==> src/include/deskew_pkg.sv <==
package deskew_pkg;

  // ==========================================================================
  // Register offsets in the host bus configuration space
  localparam logic [7:0] OFS_ADDR_IN_SUB23  = 8'ha8;
  localparam logic [7:0] OFS_MODE_CTL       = 8'ha9;
  localparam logic [7:0] OFS_STROBE_OUT_01  = 8'haa;
  localparam logic [7:0] OFS_STROBE_OUT_23  = 8'hab;
  localparam logic [7:0] OFS_DATA0_OUT_SUB01 = 8'hac;

  // ==========================================================================
  // Field positions of the mode control register
  localparam int MODE_LSB      = 0;
  localparam int THR_LSB       = 2;
  localparam int LOOPBACK_BIT  = 4;

  // ==========================================================================
  // Values after reset
  localparam logic [3:0] DELAY_FIELD_RST = 4'h7;
  localparam logic [1:0] MODE_RST        = 2'h3;
  localparam logic [1:0] THR_RST         = 2'h1;
  localparam logic       LOOPBACK_RST    = 1'b0;

  // ==========================================================================
  // Delay codes and threshold decode
  localparam logic [3:0] STROBE_FIXED_CODE = 4'h4;
  localparam logic [3:0] DELAY_CODE_MAX    = 4'hf;
  localparam logic [3:0] DELAY_CODE_MIN    = 4'h0;
  localparam logic [2:0] THR_ZERO_COUNT    = 3'h3;

  // ==========================================================================
  // Bit positions inside the second quadword of the strap ROM
  localparam int STRAP_LOOPBACK_BIT = 56;
  localparam int STRAP_THR_LSB      = 6;
  localparam int STRAP_MODE_LSB     = 4;
  localparam int STRAP_ADDR_IN_LSB  = 28;
  localparam int STRAP_STROBE_LSB   = 40;
  localparam int STRAP_DATA0_LSB    = 48;

  // ==========================================================================
  // Path lanes handled by the offset selector
  localparam int LANE_ADDR_SUB2  = 0;
  localparam int LANE_ADDR_SUB3  = 1;
  localparam int LANE_DATA0_SUB0 = 2;
  localparam int LANE_DATA0_SUB1 = 3;
  localparam int NUM_LANES       = 4;
  localparam int NUM_STROBES     = 4;

  // Strap load sequencer
  typedef enum logic [1:0] {
    ST_WAIT_RELEASE,
    ST_REQUEST,
    ST_RUN
  } load_state_e;

endpackage

==> src/include/delay_sel_if.sv <==
`timescale 1ns/100ps
interface delay_sel_if #(
  parameter int N = 4
);
  logic [3:0] field   [N];
  logic [3:0] cal     [N];
  logic       use_cal [N];
  logic [3:0] code    [N];

  // Block that owns the fields and consumes the codes
  modport ctl_mp (output field, output cal, output use_cal, input code);
  // Selector that turns fields into codes
  modport sel_mp (input field, input cal, input use_cal, output code);
endinterface

==> src/logic/delay_code_sel.sv <==
`timescale 1ns/100ps
module delay_code_sel #(
  parameter int N = 4
) (
  // Lane fields and codes
  delay_sel_if.sel_mp sel
);

  // ==========================================================================
  // Saturating add of a signed offset to a calibrated code
  function automatic logic [3:0] offset_code(input logic [3:0] cal_v, input logic [3:0] ofs_v);
    logic signed [5:0] sum;
    sum = $signed({2'b00, cal_v}) + $signed({{2{ofs_v[3]}}, ofs_v});
    if (sum < 0) begin
      offset_code = deskew_pkg::DELAY_CODE_MIN;
    end else if (sum > $signed({2'b00, deskew_pkg::DELAY_CODE_MAX})) begin
      offset_code = deskew_pkg::DELAY_CODE_MAX;
    end else begin
      offset_code = sum[3:0];
    end
  endfunction

  // ==========================================================================
  // One selector per lane
  genvar g;
  generate
    for (g = 0; g < N; g++) begin : g_lane
      assign sel.code[g] = sel.use_cal[g] ? offset_code(sel.cal[g], sel.field[g]) : sel.field[g];
    end
  endgenerate

endmodule

==> src/logic/host_bus_deskew_delay_control.sv <==
`timescale 1ns/100ps
module host_bus_deskew_delay_control (
  // Clock and reset
  input  wire logic        i_clk_sys,
  input  wire logic        i_reset_n,
  // Platform reset pin
  input  wire logic        i_platform_reset_n,
  // Configuration register port
  input  wire logic [7:0]  i_cfg_addr,
  input  wire logic        i_cfg_wr,
  input  wire logic [7:0]  i_cfg_wdata,
  input  wire logic        i_cfg_rd,
  output logic      [7:0]  o_cfg_rdata,
  // Strap ROM load handshake
  output logic             o_strap_rom_load,
  input  wire logic        i_strap_valid,
  input  wire logic [63:0] i_strap_qword,
  // Calibrated delay results
  input  wire logic [7:0]  i_cal_result_addr_hi,
  input  wire logic [7:0]  i_cal_result_data0_lo,
  // Calibration engine control
  output logic             o_auto_deskew_en,
  output logic [2:0]       o_stable_count,
  // Pad phy control
  output logic             o_pad_loopback,
  output logic [3:0]       o_addr_in_delay_sub2,
  output logic [3:0]       o_addr_in_delay_sub3,
  output logic [3:0]       o_data0_out_delay_sub0,
  output logic [3:0]       o_data0_out_delay_sub1,
  output logic [3:0]       o_strobe_out_delay [deskew_pkg::NUM_STROBES]
);

  // ==========================================================================
  // Threshold decode, used only for the engine stable count
  function automatic logic [2:0] thr_count(input logic [1:0] thr);
    case (thr)
      2'h0: begin
        thr_count = deskew_pkg::THR_ZERO_COUNT;
      end
      default: begin
        thr_count = {1'b0, thr};
      end
    endcase
  endfunction

  // Full de-skew decode, shared by the data lane selects and the strobe codes
  function automatic logic is_full_mode(input logic [1:0] mode);
    is_full_mode = mode[0] & mode[1];
  endfunction

  // ==========================================================================
  // Whole state of the block
  typedef struct packed {
    // Platform reset filter and strap sequencer
    logic [2:0]               pin_sync;
    logic                     pin_level;
    deskew_pkg::load_state_e  load_st;
    // Software visible fields
    logic [7:0]               addr_in_sub23;
    logic                     loopback;
    logic [1:0]               thr;
    logic [1:0]               mode;
    logic [7:0]               strobe_01;
    logic [7:0]               strobe_23;
    logic [7:0]               data0_sub01;
    // Read data and registered outputs
    logic [7:0]               rdata;
    logic                     loop_q;
    logic [2:0]               cnt_q;
    logic [3:0]               addr2_q;
    logic [3:0]               addr3_q;
    logic [3:0]               data0_q;
    logic [3:0]               data1_q;
    logic [15:0]              strobe_q;
  } state_s;

  state_s state_reg;
  state_s state_next;

  delay_sel_if #(.N(deskew_pkg::NUM_LANES)) sel_bus ();

  // ==========================================================================
  // Offset selector for address input and data output lanes
  delay_code_sel #(
    .N (deskew_pkg::NUM_LANES)
  ) u_sel (
    .sel (sel_bus.sel_mp)
  );

  // Lane inputs from registers and calibrated results
  // nibble pairing
  assign sel_bus.field[deskew_pkg::LANE_ADDR_SUB2]  = state_reg.addr_in_sub23[3:0];
  assign sel_bus.field[deskew_pkg::LANE_ADDR_SUB3]  = state_reg.addr_in_sub23[7:4];
  assign sel_bus.field[deskew_pkg::LANE_DATA0_SUB0] = state_reg.data0_sub01[3:0];
  assign sel_bus.field[deskew_pkg::LANE_DATA0_SUB1] = state_reg.data0_sub01[7:4];

  // Calibrated result nibbles, upper nibble to the upper lane
  assign sel_bus.cal[deskew_pkg::LANE_ADDR_SUB2]    = i_cal_result_addr_hi[3:0];
  assign sel_bus.cal[deskew_pkg::LANE_ADDR_SUB3]    = i_cal_result_addr_hi[7:4];
  assign sel_bus.cal[deskew_pkg::LANE_DATA0_SUB0]   = i_cal_result_data0_lo[3:0];
  assign sel_bus.cal[deskew_pkg::LANE_DATA0_SUB1]   = i_cal_result_data0_lo[7:4];

  // Input lanes follow calibration when mode bit 0 is set
  // input path modes
  assign sel_bus.use_cal[deskew_pkg::LANE_ADDR_SUB2]  = state_reg.mode[0];
  assign sel_bus.use_cal[deskew_pkg::LANE_ADDR_SUB3]  = state_reg.mode[0];
  assign sel_bus.use_cal[deskew_pkg::LANE_DATA0_SUB0] = is_full_mode(state_reg.mode);
  assign sel_bus.use_cal[deskew_pkg::LANE_DATA0_SUB1] = is_full_mode(state_reg.mode);

  // ==========================================================================
  // Next state
  always_comb begin
    logic       full_mode;
    logic [7:0] mode_byte;
    state_next = state_reg;
    full_mode  = is_full_mode(state_reg.mode);
    mode_byte  = {3'h0, state_reg.loopback, state_reg.thr, state_reg.mode};

    // Pin synchroniser; level changes once second and third stages agree
    // Nothing but the second stage reads the first
    state_next.pin_sync = {state_reg.pin_sync[1:0], i_platform_reset_n};
    if (state_reg.pin_sync[1] == state_reg.pin_sync[2]) begin
      state_next.pin_level = state_reg.pin_sync[2];
    end

    // Software writes, ignored while the strap load is pending
    if (i_cfg_wr && (state_reg.load_st == deskew_pkg::ST_RUN)) begin
      case (i_cfg_addr)
        deskew_pkg::OFS_ADDR_IN_SUB23: begin
          state_next.addr_in_sub23 = i_cfg_wdata;
        end
        deskew_pkg::OFS_MODE_CTL: begin
          state_next.loopback = i_cfg_wdata[deskew_pkg::LOOPBACK_BIT];
          state_next.thr      = i_cfg_wdata[deskew_pkg::THR_LSB +: 2];
          state_next.mode     = i_cfg_wdata[deskew_pkg::MODE_LSB +: 2];
        end
        deskew_pkg::OFS_STROBE_OUT_01: begin
          state_next.strobe_01 = i_cfg_wdata;
        end
        deskew_pkg::OFS_STROBE_OUT_23: begin
          state_next.strobe_23 = i_cfg_wdata;
        end
        deskew_pkg::OFS_DATA0_OUT_SUB01: begin
          state_next.data0_sub01 = i_cfg_wdata;
        end
        default: begin
          state_next.rdata = state_reg.rdata;
        end
      endcase
    end

    // Strap load sequencer
    case (state_reg.load_st)
      deskew_pkg::ST_WAIT_RELEASE: begin
        if (state_reg.pin_level) begin
          state_next.load_st = deskew_pkg::ST_REQUEST;
        end
      end
      deskew_pkg::ST_REQUEST: begin
        if (i_strap_valid) begin
          // Mode register fields
          state_next.loopback      = i_strap_qword[deskew_pkg::STRAP_LOOPBACK_BIT];
          state_next.thr           = i_strap_qword[deskew_pkg::STRAP_THR_LSB +: 2];
          state_next.mode          = i_strap_qword[deskew_pkg::STRAP_MODE_LSB +: 2];
          // One strap nibble feeds both lanes of a delay register
          state_next.addr_in_sub23 = {2{i_strap_qword[deskew_pkg::STRAP_ADDR_IN_LSB +: 4]}};
          state_next.strobe_01     = {2{i_strap_qword[deskew_pkg::STRAP_STROBE_LSB +: 4]}};
          state_next.strobe_23     = {2{i_strap_qword[deskew_pkg::STRAP_STROBE_LSB +: 4]}};
          state_next.data0_sub01   = {2{i_strap_qword[deskew_pkg::STRAP_DATA0_LSB +: 4]}};
          state_next.load_st       = deskew_pkg::ST_RUN;
        end
      end
      deskew_pkg::ST_RUN: begin
        // A new platform reset rearms the load
        if (!state_reg.pin_level) begin
          state_next.load_st = deskew_pkg::ST_WAIT_RELEASE;
        end
      end
      default: begin
        state_next.load_st = deskew_pkg::ST_WAIT_RELEASE;
      end
    endcase

    // Register readback, reserved bits read as zero
    if (i_cfg_rd) begin
      case (i_cfg_addr)
        deskew_pkg::OFS_ADDR_IN_SUB23: begin
          state_next.rdata = state_reg.addr_in_sub23;
        end
        deskew_pkg::OFS_MODE_CTL: begin
          state_next.rdata = mode_byte;
        end
        deskew_pkg::OFS_STROBE_OUT_01: begin
          state_next.rdata = state_reg.strobe_01;
        end
        deskew_pkg::OFS_STROBE_OUT_23: begin
          state_next.rdata = state_reg.strobe_23;
        end
        deskew_pkg::OFS_DATA0_OUT_SUB01: begin
          state_next.rdata = state_reg.data0_sub01;
        end
        default: begin
          state_next.rdata = 8'h00;
        end
      endcase
    end

    // Registered outputs, one cycle behind fields and calibration
    // registered codes
    state_next.loop_q  = state_reg.loopback;
    state_next.cnt_q   = thr_count(state_reg.thr);
    // Address input lanes
    state_next.addr2_q = sel_bus.code[deskew_pkg::LANE_ADDR_SUB2];
    state_next.addr3_q = sel_bus.code[deskew_pkg::LANE_ADDR_SUB3];
    // Data group 0 output lanes
    state_next.data0_q = sel_bus.code[deskew_pkg::LANE_DATA0_SUB0];
    state_next.data1_q = sel_bus.code[deskew_pkg::LANE_DATA0_SUB1];
    if (full_mode) begin
      // Strobe fields are ignored in full mode
      state_next.strobe_q = {4{deskew_pkg::STROBE_FIXED_CODE}};
    end else begin
      // Manual and receive modes drive the strobe paths directly
      state_next.strobe_q = {state_reg.strobe_23, state_reg.strobe_01};
    end
  end

  // ==========================================================================
  // State register
  always_ff @(posedge i_clk_sys) begin
    if (!i_reset_n) begin
      // Control fields and strap sequencer
      state_reg               <= '0;
      state_reg.pin_sync      <= 3'h0;
      state_reg.load_st       <= deskew_pkg::ST_WAIT_RELEASE;
      state_reg.loopback      <= deskew_pkg::LOOPBACK_RST;
      state_reg.thr           <= deskew_pkg::THR_RST;
      state_reg.mode          <= deskew_pkg::MODE_RST;
      // Delay fields
      // field reset values
      state_reg.addr_in_sub23 <= {2{deskew_pkg::DELAY_FIELD_RST}};
      state_reg.strobe_01     <= {2{deskew_pkg::DELAY_FIELD_RST}};
      state_reg.strobe_23     <= {2{deskew_pkg::DELAY_FIELD_RST}};
      state_reg.data0_sub01   <= {2{deskew_pkg::DELAY_FIELD_RST}};
      // Registered outputs until the first clocked update
      state_reg.cnt_q         <= deskew_pkg::THR_ZERO_COUNT;
      state_reg.addr2_q       <= deskew_pkg::DELAY_FIELD_RST;
      state_reg.addr3_q       <= deskew_pkg::DELAY_FIELD_RST;
      state_reg.data0_q       <= deskew_pkg::DELAY_FIELD_RST;
      state_reg.data1_q       <= deskew_pkg::DELAY_FIELD_RST;
      state_reg.strobe_q      <= {4{deskew_pkg::STROBE_FIXED_CODE}};
    end else begin
      state_reg <= state_next;
    end
  end

  // ==========================================================================
  // Outputs
  // Register port and strap request
  assign o_cfg_rdata            = state_reg.rdata;
  assign o_strap_rom_load       = (state_reg.load_st == deskew_pkg::ST_REQUEST);

  // Calibration engine controls
  assign o_auto_deskew_en       = state_reg.mode[0];
  assign o_stable_count         = state_reg.cnt_q;

  // Pad controls and delay codes
  assign o_pad_loopback         = state_reg.loop_q;
  assign o_addr_in_delay_sub2   = state_reg.addr2_q;
  assign o_addr_in_delay_sub3   = state_reg.addr3_q;
  assign o_data0_out_delay_sub0 = state_reg.data0_q;
  assign o_data0_out_delay_sub1 = state_reg.data1_q;

  // Strobe n takes nibble n: even strobes lower, odd strobes upper
  genvar s;
  generate
    for (s = 0; s < deskew_pkg::NUM_STROBES; s++) begin : g_strobe
      assign o_strobe_out_delay[s] = state_reg.strobe_q[4*s +: 4];
    end
  endgenerate

endmodule

==> config.mk <==
export PLATFORM = sky130hd
export DESIGN_NAME = host_bus_deskew_delay_control
export DESIGN_NICKNAME = d
export VERILOG_FILES = /design/src/include/deskew_pkg.sv /design/src/include/delay_sel_if.sv /design/src/logic/delay_code_sel.sv /design/src/logic/host_bus_deskew_delay_control.sv
export SDC_FILE = /design/constraint.sdc
export NUM_CORES = 1
export LEC_CHECK = 0
export BUFFER_PORTS_ARGS = -buffer_cell sky130_fd_sc_hd__buf_2
export CAP_MARGIN = 20
export CORE_ASPECT_RATIO = 1.4
export CORE_MARGIN = 2
export CORE_UTILIZATION = 37
export CTS_CLUSTER_DIAMETER = 100
export CTS_CLUSTER_SIZE = 40
export DETAILED_ROUTE_END_ITERATION = 8
export SYNTH_ARGS = -nofsm -noshare
export SYNTH_HDL_FRONTEND = slang
export SYNTH_SLANG_ARGS = --single-unit
==> constraint.sdc <==
create_clock -name i_clk_sys -period 1.89 [get_ports i_clk_sys]
set_input_delay 0.189 -clock i_clk_sys [delete_from_list [all_inputs] [get_ports i_clk_sys]]
set_output_delay 0.189 -clock i_clk_sys [all_outputs]
set_load 0.01 [all_outputs]
# == Word level (Yosys, flattened, before mapping) ==
# Cells that the tools add are included.
# totals
ff_bits,87
input_bits,102
elab_cells,75
# op_classes
addsub,4
n_lt_le_gt_ge,8
n_eq_ne,11
n_mux,25
n_bitwise,2
n_reduce_logical,6
# op_table
operator,n
$mux 4,12
$mux 45,1
$eq 8x8->1 const B,5
$mux 8,5
$pmux 8 s5,1
$mux 39,1
$mux 37,1
$add 5x4->6,4
$gt 6x5->1 const B,4
$lt 6x1->1 const B,4
$pmux 2 s3,1
$mux 5,1
$logic_not 2->1,2
$mux 2,2
$ne 2x2->1 const B,2
$reduce_or 2->1,2
$reduce_and 3->1,1
$eq 2x1->1 const B,1
$eq 2x2->1 const B,1
$ne 2x1->1 const B,1
$and 1x1->1,1
$eq 1x1->1,1
$logic_and 1x1->1,1
$not 1->1,1

# == Longest topological paths before layout ==
# Gate-level depths: netlist (run 1).
# depth
ltp_word,5
depth_mapped,7
mapped_depth_nobuf,7

# == Cells and area by module ==
# A second synthesis (run 1) with hierarchy kept.
# unflattened
hier_cells,508
hier_area_um2,4733.3
# modules_own_cells
mod,n_inst,cells_per_inst,area_per_inst_um2
host_bus_deskew_delay_control,1,372,3647.2
delay_code_sel,1,136,1086.0

# == Worst setup path after synthesis (run 1) ==
# No wires, ideal clock.
# synth_timing
path_type,reg-to-reg
from,reg state_reg (netlist bit sel_bus.field[8])
to,reg state_reg (netlist bit o_addr_in_delay_sub3[0])
setup_ps,122
t_arrival_ps,1806
required_time_ps,1768
path_slack_ps,-38
path_stages_with_launch,8
path_buffers,0
period_less_slack_ps,1928
path_cell_list,dfxtp_1 > ha_1 > fa_1 > a21oi_1 > a2111oi_0 > a31oi_1 > o21bai_1 > a221o_1
# synth_via
elab_chain_cells,5
# synth_lines
item,line,rtl
start: declaration,host_bus_deskew_delay_control.sv:77,state_s state_reg;
start signal: assignment,host_bus_deskew_delay_control.sv:252,state_reg <= state_next;
$add 5x4->6,delay_code_sel.sv:13,"sum = $signed({2'b00, cal_v}) + $signed({{2{ofs_v[3]}}, ofs_v});"
$gt 6x5->1,delay_code_sel.sv:16,"end else if (sum > $signed({2'b00, deskew_pkg::DELAY_CODE_MAX})) begin"
$mux 4,delay_code_sel.sv:16,
$mux 4,delay_code_sel.sv:14,if (sum < 0) begin
$mux 4 *,delay_code_sel.sv:28,"assign sel.code[g] = sel.use_cal[g] ? offset_code(sel.cal[g], sel.field[g]) : sel.field[g];"
# Mark *: on every way between the ends. The rest lies on a longest branch, timed or not.
# A chain may end at the register's enable or synchronous reset.

# == Worst setup path in the final report (run 1) ==
# layout_timing
from,reg state_reg (netlist bit sel_bus.field[5])
to,reg state_reg (netlist bit o_data0_out_delay_sub0[3])
# layout_via
elab_chain_cells,5
# layout_lines
item,line
$add 5x4->6 *,delay_code_sel.sv:13
$gt 6x5->1,delay_code_sel.sv:16
$mux 4,delay_code_sel.sv:16
$mux 4 *,delay_code_sel.sv:14
$mux 4 *,delay_code_sel.sv:28
# Marked as above.

==> summary.txt, run 1 <==
Outcome
  – Status: complete, no violations

Timing
  – RSZ-0062 raised after global routing: yes
  – Skew final: 0.006407 ns
  – Minimum clock period: 1.857 ns
  – Fmax: 538.4 MHz
  – Fin crit share: 0.9827
  – Final Hold Vio Count: 0
  – Setup WS post-layout: 0.03265 ns
  – Worst rel slew slack: 0.6400
  – Final setup TNS: 0 ns
  – Worst-Margin Slew: 0.5401 ns
  – Pins Over Slew Limit: 0
  – Final setup vio count: 0

Clocking
  – H-tree depth: 3
  – Worst-Skew Late Latency: 0.35 ns
  – Sink Count: 86
  – CTS tree: done
  – Hold_buf cts: 0
  – CTS buffer count: 9
  – CTS clk-pin slew, worst paths: 0.06 ns
  – Root Driver: clkbuf_16
  – Clock tree buffer depth: 2

Worst setup path
  – CP required: 2.14 ns
  – Critical path type: flop to flop
  – Worst Path Arrival: 2.11 ns
  – Critical path peak fanout: 4
  – Startpoint types: flop
  – Endpoint type of the worst setup path: flop

Yosys
  – Syn Std Cell Area: 4698 um2
  – Top cells by area, synth: dfxtp_1, mux2i_1, buf_4, ha_1, a21oi_1
  – Synthesized net count: 644
  – Unique masters post-synth: 54
  – Area leader, netlist: dfxtp_1
  – Post-synth top cells: dfxtp_1, a21oi_1, mux2i_1
  – Synthesized flop and latch total: 86
  – EDFF count, synth: 0
  – Number of synthesis warnings: 0
  – Syn_area_per_cell: 9.070 um2
  – Async S/R FF share, synth: 0
  – Post-Syn Instances: 518
  – Synth Flop Type: dfxtp_1
  – Most common cell in the netlist: dfxtp_1
  – Sequential area share after synthesis: 0.3664
  – Yosys top cell area share: 0.3664

Route
  – DRC violations left: 0
  – DRT Pass-1 Iters: 4
  – Routed vias: 4029
  – Iter 0 DRT Violations: 186
  – DR WL/cell: 17.30 um
  – Vias/cell: 5.386
  – Final WL: 12.94 mm
  – Antenna Nets Post-Route: 0

Final layout
  – Multi-input logic area: 2673 um2
  – Fraction of layout cells with a size suffix above 1: 0.3244
  – Sequential Area: 1729 um2
  – Layout fillers: 1236
  – Design Area, Final: 5771 um2
  – Max reg flops: 23
  – Synthesis-to-finish area growth: 22.82%
  – Final core occ: 0.4664
  – Final net count: 719
  – Number of inserted diodes: 0

Floorplan
  – Die ar.: 13630 um2
  – Area of the core: 12370 um2
  – # rows: 48
  – Die extent in x: 99.24 um
  – I/O pin cnt: 148
  – Die height: 137.3 um
  – Initial Util: 0.3798

Pwr
  – Power Total: 4342 uW
  – Worst VDD drop: 350.0 uV
  – Pwr Density: 752.4 nW/um2
  – Leakage: 0.002578 uW

Global route
  – Vias in the first global route: 4166
  – First-pass GRT wire length: 20.19 mm
  – Grt ovf: 0
  – Initial antenna violation count: 0
  – GRT Total Usage: 0.1893
  – Largest net degree at the start of global routing: 37

Run
  – Max-cap viol count: 0

Min path
  – Hold WC Path Type: input port to flop

Place
  – DP HPWL: 9.844 mm
  – Place WS: -0.1167 ns
  – Routability congestion estimate: 0.8915
  – Placed Area: 5216 um2
  – PortBufs: 99
==> through the flow <==
stage / hold slack, ns / cells
after global placement: 0.3982 / 729
after detailed placement: 0.3985 / 729
after CTS: 0.04515 / 748
after floorplan: 0.3055 / 518
after global routing: 0.05642 / 748
final: 0.04771 / 748
==> kinds of logic after synthesis <==
group / count (synthesis) / synth area share
AND/OR/NAND/NOR: 144 / 0.1675
AO/OA/AOI/OAI: 130 / 0.1819
flip-flops: 86 / 0.3664
buffers and inverters: 81 / 0.1041
multiplexers: 45 / 0.09587
adder cells (fa/ha/maj): 24 / 0.07031
XOR/XNOR: 7 / 0.01305
other: 1 / 0.0007982
==> routing by layer <==
| metal | vias up | global-route usage | wire length (um) |
|---|---|---|---|
| met4 | 0 | 0.1027 | 558 |
| li1 | 1977 | - | - |
| met2 | 125 | 0.3420 | 6776 |
| met5 | - | 0 | 0 |
| met3 | 38 | 0.03450 | 631 |
| met1 | 1889 | 0.2085 | 4978 |
==> cell type report <==
class                   instances  area share
flip-flops and latches         86      0.2997
clock inverters                 7     0.01951
clock buffers                   9     0.03903
multi-input cells             351      0.4631
inverters                       8    0.005204
repair buffers                137      0.1409
well taps                     150     0.03252
==> path summary, 6_finish.rpt <==
kind                                     from                                    to  slack (ns)  depth (start not counted)
setup / recovery  sel_bus.field[5]$_SDFF_PN1_  o_data0_out_delay_sub0[3]$_SDFF_PN0_        0.03                          6
setup reg to reg  sel_bus.field[5]$_SDFF_PN1_  o_data0_out_delay_sub0[3]$_SDFF_PN0_        0.03                          6
hold / removal             i_platform_reset_n             state_next[85]$_SDFF_PN0_        0.05                          2
hold reg to reg     state_next[85]$_SDFF_PN0_             state_next[86]$_SDFF_PN0_        0.44                          1
==> report_power, final <==
part | internal [uW] | switching [uW]
clock | 1280 | 724
sequential | 1850 | 12.4
combinational | 216 | 256
==> layout by cell type, fill, tap and decap left out, drive strengths merged, types with 11 or more instances in the layout <==
| cell type | n |
|---|---|
| a21oi | 48 |
| dfxtp | 86 |
| o21ai | 11 |
| nand3b | 17 |
| nor3 | 15 |
| mux2i | 45 |
| and3 | 13 |
| nor2 | 37 |
| buf | 137 |
| nand2 | 19 |
| ha | 20 |
==> what timing repair did <==
action | 4_1_cts | 5_1_grt
gates resized for setup | 16 | 23
pin swaps | 6 | 16
endpoints found under the setup margin | 10 | 16
buffers inserted | 3 | 0
==> worst max-delay path: stages (launching register included) <==
cell and delay, ns:
dfxtp_1 0.42, ha_1 0.29, a211oi_2 0.27, o21ai_0 0.17, xnor2_1 0.18, nand3_1 0.17
o31ai_2 0.26
(Power assumes the default switching activity.)
==> run 2, diff against run 1 <==
Settings changed: BUFFER_PORTS_ARGS -buffer_cell sky130_fd_sc_hd__buf_2 to default, CORE_ASPECT_RATIO 1.4 to default, DONT_BUFFER_PORTS from default to 1.
==> summary.txt, run 2 (synthesized netlist as in run 1, its figures left out) <==
Final layout
  – Max reg flops: 23
  – Final net count: 624
  – Design Area, Final: 5335 um2
  – Finished Layout Cells: 677
  – Final core occ: 0.4262
  – Synthesis-to-finish area growth: 13.56%
  – Most frequent cells in the layout: dfxtp_1, mux2i_1, a21oi_1, nor2_1, buf_4
  – Fraction of layout cells with a size suffix above 1: 0.1789
  – Commonest non-fill, non-tap cell in the layout: dfxtp_1

Global route
  – Largest net degree at the start of global routing: 48
  – GRT Total Usage: 0.1896
  – First-pass GRT wire length: 19.55 mm
  – Vias in the first global route: 3575
  – Grt ovf: 0
  – Initial antenna violation count: 3

Clocking
  – CTS tree: done
  – Sink Count: 86
  – H-tree depth: 3
  – Root Driver: clkbuf_16
  – Worst-Skew Late Latency: 0.35 ns
  – Clock tree buffer depth: 2
  – CTS clk-pin slew, worst paths: 0.07 ns
  – CTS buffer count: 9

Timing
  – Fin crit share: 1.004
  – Final setup vio count: 2
  – Final setup TNS: -0.008093 ns
  – Minimum clock period: 1.897 ns
  – Worst rel slew slack: 0.5295
  – Pins Over Slew Limit: 0
  – Setup WS post-layout: -0.006620 ns
  – Skew final: 0.007796 ns
  – Final Hold Vio Count: 0
  – Fmax: 527.3 MHz
  – RSZ-0062 raised after global routing: yes
  – Worst-Margin Slew: 0.7034 ns

Floorplan
  – Die ar.: 13620 um2
  – Die height: 116.7 um
  – Die extent in x: 116.7 um
  – # rows: 41
  – Initial Util: 0.3753
  – Area of the core: 12520 um2
  – I/O pin cnt: 148

Worst setup path
  – R2R depth: 8
  – Critical path type: flop to flop
  – Worst Path Arrival: 2.13 ns
  – Startpoint types: flop
  – Critical path peak fanout: 3
  – Endpoint type of the worst setup path: flop
  – CP required: 2.13 ns

Run
  – Max-cap viol count: 0

Place
  – Placed Area: 4711 um2
  – Routability congestion estimate: 0.8531
  – DP HPWL: 9.219 mm
  – PortBufs: 0
  – Placed cells: 647
  – Place WS: -0.05332 ns

Route
  – DR WL/cell: 19.13 um
  – Routed vias: 3738
  – Vias/cell: 5.521
  – Final WL: 12.95 mm
  – DRC violations left: 0
  – DRT Pass-1 Iters: 4
  – Iter 0 DRT Violations: 262
  – Antenna Nets Post-Route: 0

Outcome
  – Status: complete, but fails checks
  – Failing checks: setup timing

Pwr
  – Worst VDD drop: 375.6 uV
  – Combinational Power Share: 0.079
  – Switching share of power: 0.2363
  – Clock power share: 0.461
  – Leakage: 0.002176 uW
  – Pwr Density: 766.4 nW/um2
  – Cell-internal power: 3122 uW
  – Flop pwr share: 0.461
  – P_sw: 966.3 uW

Min path
  – Worst Hold Path Cells: 2
  – Hold WC Path Type: input port to flop
==> run 2: timing repair <==
| action | 4_1_cts | 5_1_grt |
|---|---|---|
| pin swaps | 5 | 11 |
| gates resized for setup | 8 | 29 |
| buffers inserted | 2 | 1 |
| endpoints found under the setup margin | 7 | 16 |
| endpoints found under the hold margin | 25 | 0 |
| hold buffers | 9 | 0 |
| cloned | 0 | 0 |
==> run 2: path summary, 6_finish.rpt <==
| kind | from | endpoint | slack [ns] |
|---|---|---|---|
| max | sel_bus.field[8]$_SDFF_PN1_ | o_addr_in_delay_sub3[0]$_SDFF_PN1_ | -0.007 |
| min | i_reset_n | state_reg[71]$_SDFF_PN0_ | 0.003 |
| max reg2reg | sel_bus.field[8]$_SDFF_PN1_ | o_addr_in_delay_sub3[0]$_SDFF_PN1_ | -0.007 |
| min reg2reg | state_next[85]$_SDFF_PN0_ | state_next[86]$_SDFF_PN0_ | 0.44 |
==> run 2: final cells by class <==
class                           instances  area, um2
Multi-Input combinational cell        351       2676
Tap cell                              172      215.2
Sequential cell                        86       1727
Antenna cell                            2      5.005
Timing Repair Buffer                   42      362.8
Clock buffer                           11      252.7
Inverter                                8      30.03
Clock inverter                          5      66.31
Fill cell                            1262       7182
==> run 2: layer usage <==
| metal | GRT usage | vias to the layer above | share of wire | routed length [um] |
|---|---|---|---|---|
| li1 | - | 1799 | - | - |
| met1 | 0.2338 | 1792 | 0.42 | 5392 |
| met2 | 0.2960 | 117 | 0.47 | 6022 |
| met3 | 0.07525 | 28 | 0.090 | 1161 |
| met4 | 0.07686 | 2 | 0.028 | 360 |
| met5 | 0 | - | 0.0010 | 13 |
==> run 2: worst max-delay path, stage by stage, from the launching register on <==
cell	delay, ns
dfxtp_2	0.36
ha_4	0.16
fa_2	0.22
a21oi_2	0.07
buf_4	0.14
o21a_1	0.21
a31oi_4	0.22
o21bai_1	0.09
a221o_1	0.32
==> run 2: metrics by stage <==
step / power (uW) / hold WS (ns)
after global routing: 4244 / 0.006669
after CTS: 4091 / 0.001613
final: 4089 / 0.002525
after global placement: 2170 / 0.2843
after floorplan: 2191 / 0.3055
after detailed placement: 2179 / 0.2845
==> run 2: power groups by stage <==
stage                     sequential, uW  clock (uW)  combinational (uW)
final                               1880        1880                 322
after global routing                1890        2000                 354
after CTS                           1880        1920                 290
after detailed placement            1920           0                 254
after global placement              1930           0                 245
after floorplan                     1900           0                 292
==> run 3, diff against run 2 <==
Settings changed: CELL_PAD_IN_SITES_DETAIL_PLACEMENT from default to 2, CELL_PAD_IN_SITES_GLOBAL_PLACEMENT from default to 2, CORE_MARGIN 2 to default, CORE_UTILIZATION 37 to 35, CTS_BUF_LIST from default to sky130_fd_sc_hd__clkbuf_4 sky130_fd_sc_hd__clkbuf_8, PLACE_DENSITY_LB_ADDON from default to 0.1.
==> summary.txt, run 3 (synthesized netlist as in run 1, its figures left out) <==
Outcome
  – Failing checks: setup timing
  – Status: complete, but fails checks

Place
  – DP HPWL: 10.89 mm
  – PortBufs: 0
  – Place WS: -0.2036 ns
  – Routability congestion estimate: 0.7459
  – Placed Area: 4741 um2

Timing
  – Setup WS post-layout: -0.07801 ns
  – Minimum clock period: 1.968 ns
  – Fmax: 508.1 MHz
  – Final Hold Vio Count: 0
  – Worst-Margin Slew: 1.055 ns
  – Final setup vio count: 3
  – RSZ-0062 raised after global routing: yes
  – Fin crit share: 1.041
  – Skew final: 0.01033 ns
  – Pins Over Slew Limit: 0
  – Hold WS: 0.01191 ns
  – Final setup TNS: -0.1780 ns
  – Worst rel slew slack: 0.2946

Global route
  – Global Route met3 Usage: 0.04893
  – Initial antenna violation count: 0
  – Global routing usage on met1: 0.2678
  – Vias in the first global route: 4032
  – GRT Total Usage: 0.2113
  – Layer with the highest usage: met2
  – First-pass GRT wire length: 22.69 mm
  – M2 GR Usage: 0.3511
  – Largest net degree at the start of global routing: 48
  – Grt ovf: 0

Worst setup path
  – R2R Path Start: sel_bus.field[8]$_SDFF_PN1_
  – R2r setup slk: -0.08 ns
  – CP startpoint: sel_bus.field[8]$_SDFF_PN1_
  – CP required: 2.15 ns
  – Critical path peak fanout: 3
  – Worst setup path end: o_addr_in_delay_sub3[0]$_SDFF_PN1_
  – Endpoint type of the worst setup path: flop
  – Startpoint types: flop
  – Reg2reg end: o_addr_in_delay_sub3[0]$_SDFF_PN1_
  – Worst Path Arrival: 2.23 ns
  – R2R depth: 8
  – Critical path type: flop to flop

Clocking
  – CTS clk-pin slew, worst paths: 0.09 ns
  – Sink Count: 86
  – H-tree depth: 3
  – CTS buffer count: 9
  – Root Driver: clkbuf_8
  – Clock tree buffer depth: 2
  – Worst-Skew Late Latency: 0.38 ns
  – CTS tree: done

Pwr
  – Combinational Power Share: 0.093
  – Leakage: 0.002166 uW
  – Clock power share: 0.398
  – Pwr Density: 697.2 nW/um2
  – Cell-internal power: 2772 uW
  – Flop pwr share: 0.509
  – Switching share of power: 0.2499
  – P_sw: 923.8 uW
  – Worst VDD drop: 264.5 uV

Final layout
  – Most frequent cells in the layout: dfxtp_1, mux2i_1, a21oi_1, nor2_1, buf_4
  – Number of inserted diodes: 0
  – Commonest non-fill, non-tap cell in the layout: dfxtp_1
  – Synthesis-to-finish area growth: 12.84%
  – Final core occ: 0.4117
  – Max reg flops: 23
  – Final net count: 629
  – Layout fillers: 1403
  – Fraction of layout cells with a size suffix above 1: 0.1953
  – Design Area, Final: 5301 um2

Route
  – Vias/cell: 5.457
  – DRC violations left: 0
  – DRT Pass-1 Iters: 4
  – Iter 0 DRT Violations: 102
  – Routed vias: 3705
  – DR WL/cell: 21.52 um
  – Antenna Nets Post-Route: 0
  – Final WL: 14.61 mm

Floorplan
  – Die ar.: 13890 um2
  – Initial Util: 0.3649
  – Area of the core: 12880 um2
  – Die extent in x: 117.9 um
  – Die height: 117.9 um
  – # rows: 41
  – I/O pin cnt: 148

Run
  – Max-cap viol count: 0

Min path
  – Hold WC Path Type: input port to flop
run 3: changes by cell type in the layout (fill, tap and decap cells not counted), sizes merged:
cell | previous run | this run
dlygate4sd3 | 9 | 11
diode | 2 | 0
buf | 33 | 36
clkbuf | 11 | 10
inv | 8 | 7
bufinv | 1 | 2
run 3: worst min-delay path by stage:
| stage | depth (start not counted) | from | slack, ns | endpoint |
|---|---|---|---|---|
| floorplan | 1 | i_strap_valid | 0.31 | state_reg[81]$_SDFFE_PN0P_ |
| global placement | 1 | i_reset_n | 0.29 | o_stable_count[0]$_SDFF_PP1_ |
| detailed placement | 1 | i_reset_n | 0.29 | o_stable_count[1]$_SDFF_PP1_ |
| CTS | 2 | i_cfg_rd | 0.0004 | o_cfg_rdata[3]$_SDFFE_PN0P_ |
| global route | 2 | i_cfg_rd | 0.008 | o_cfg_rdata[3]$_SDFFE_PN0P_ |
| finish | 2 | i_cfg_rd | 0.01 | o_cfg_rdata[3]$_SDFFE_PN0P_ |
run 3: worst max-delay path, stage by stage (launching register included):
cell	delay (ns)
dfxtp_2	0.34
ha_4	0.17
fa_2	0.37
a21oi_4	0.20
a2111oi_2	0.05
a31oi_1	0.18
buf_4	0.16
o21bai_1	0.08
a221o_1	0.31
run 3: final cells by class:
type                    count  area, um2  area share
multi-input cells         351       2698      0.5089
repair buffers             47      409.1     0.07718
flip-flops and latches     86       1733      0.3269
inverters                   8      30.03    0.005664
clock inverters             5      85.08     0.01605
clock buffers              10      131.4     0.02478
well taps                 172      215.2     0.04059
run 3: metrics by stage:
stage,std cells,power [uW]
after floorplan,518,2191
after global placement,651,2180
after detailed placement,651,2195
after CTS,678,3711
after global routing,679,3852
final,679,3696
run 3: what timing repair did:
action,CTS,global route
endpoints found under the hold margin,46,0
gates resized for setup,18,29
pin swaps,6,17
hold buffers,11,0
endpoints found under the setup margin,14,16
buffers inserted,1,2
run 3: power groups by stage:
stage	Sequential (uW)	Clock, uW	Combinational [uW]
final	1880	1470	345
after global routing	1890	1590	379
after CTS	1880	1510	320
after detailed placement	1930	0	269
after global placement	1920	0	256
after floorplan	1900	0	292
run 3: per-layer routing:
metal / wire [um] / up-vias
met5: 0 / -
met4: 204 / 0
met3: 684 / 13
met2: 7058 / 73
met1: 6661 / 1822
li1: - / 1797
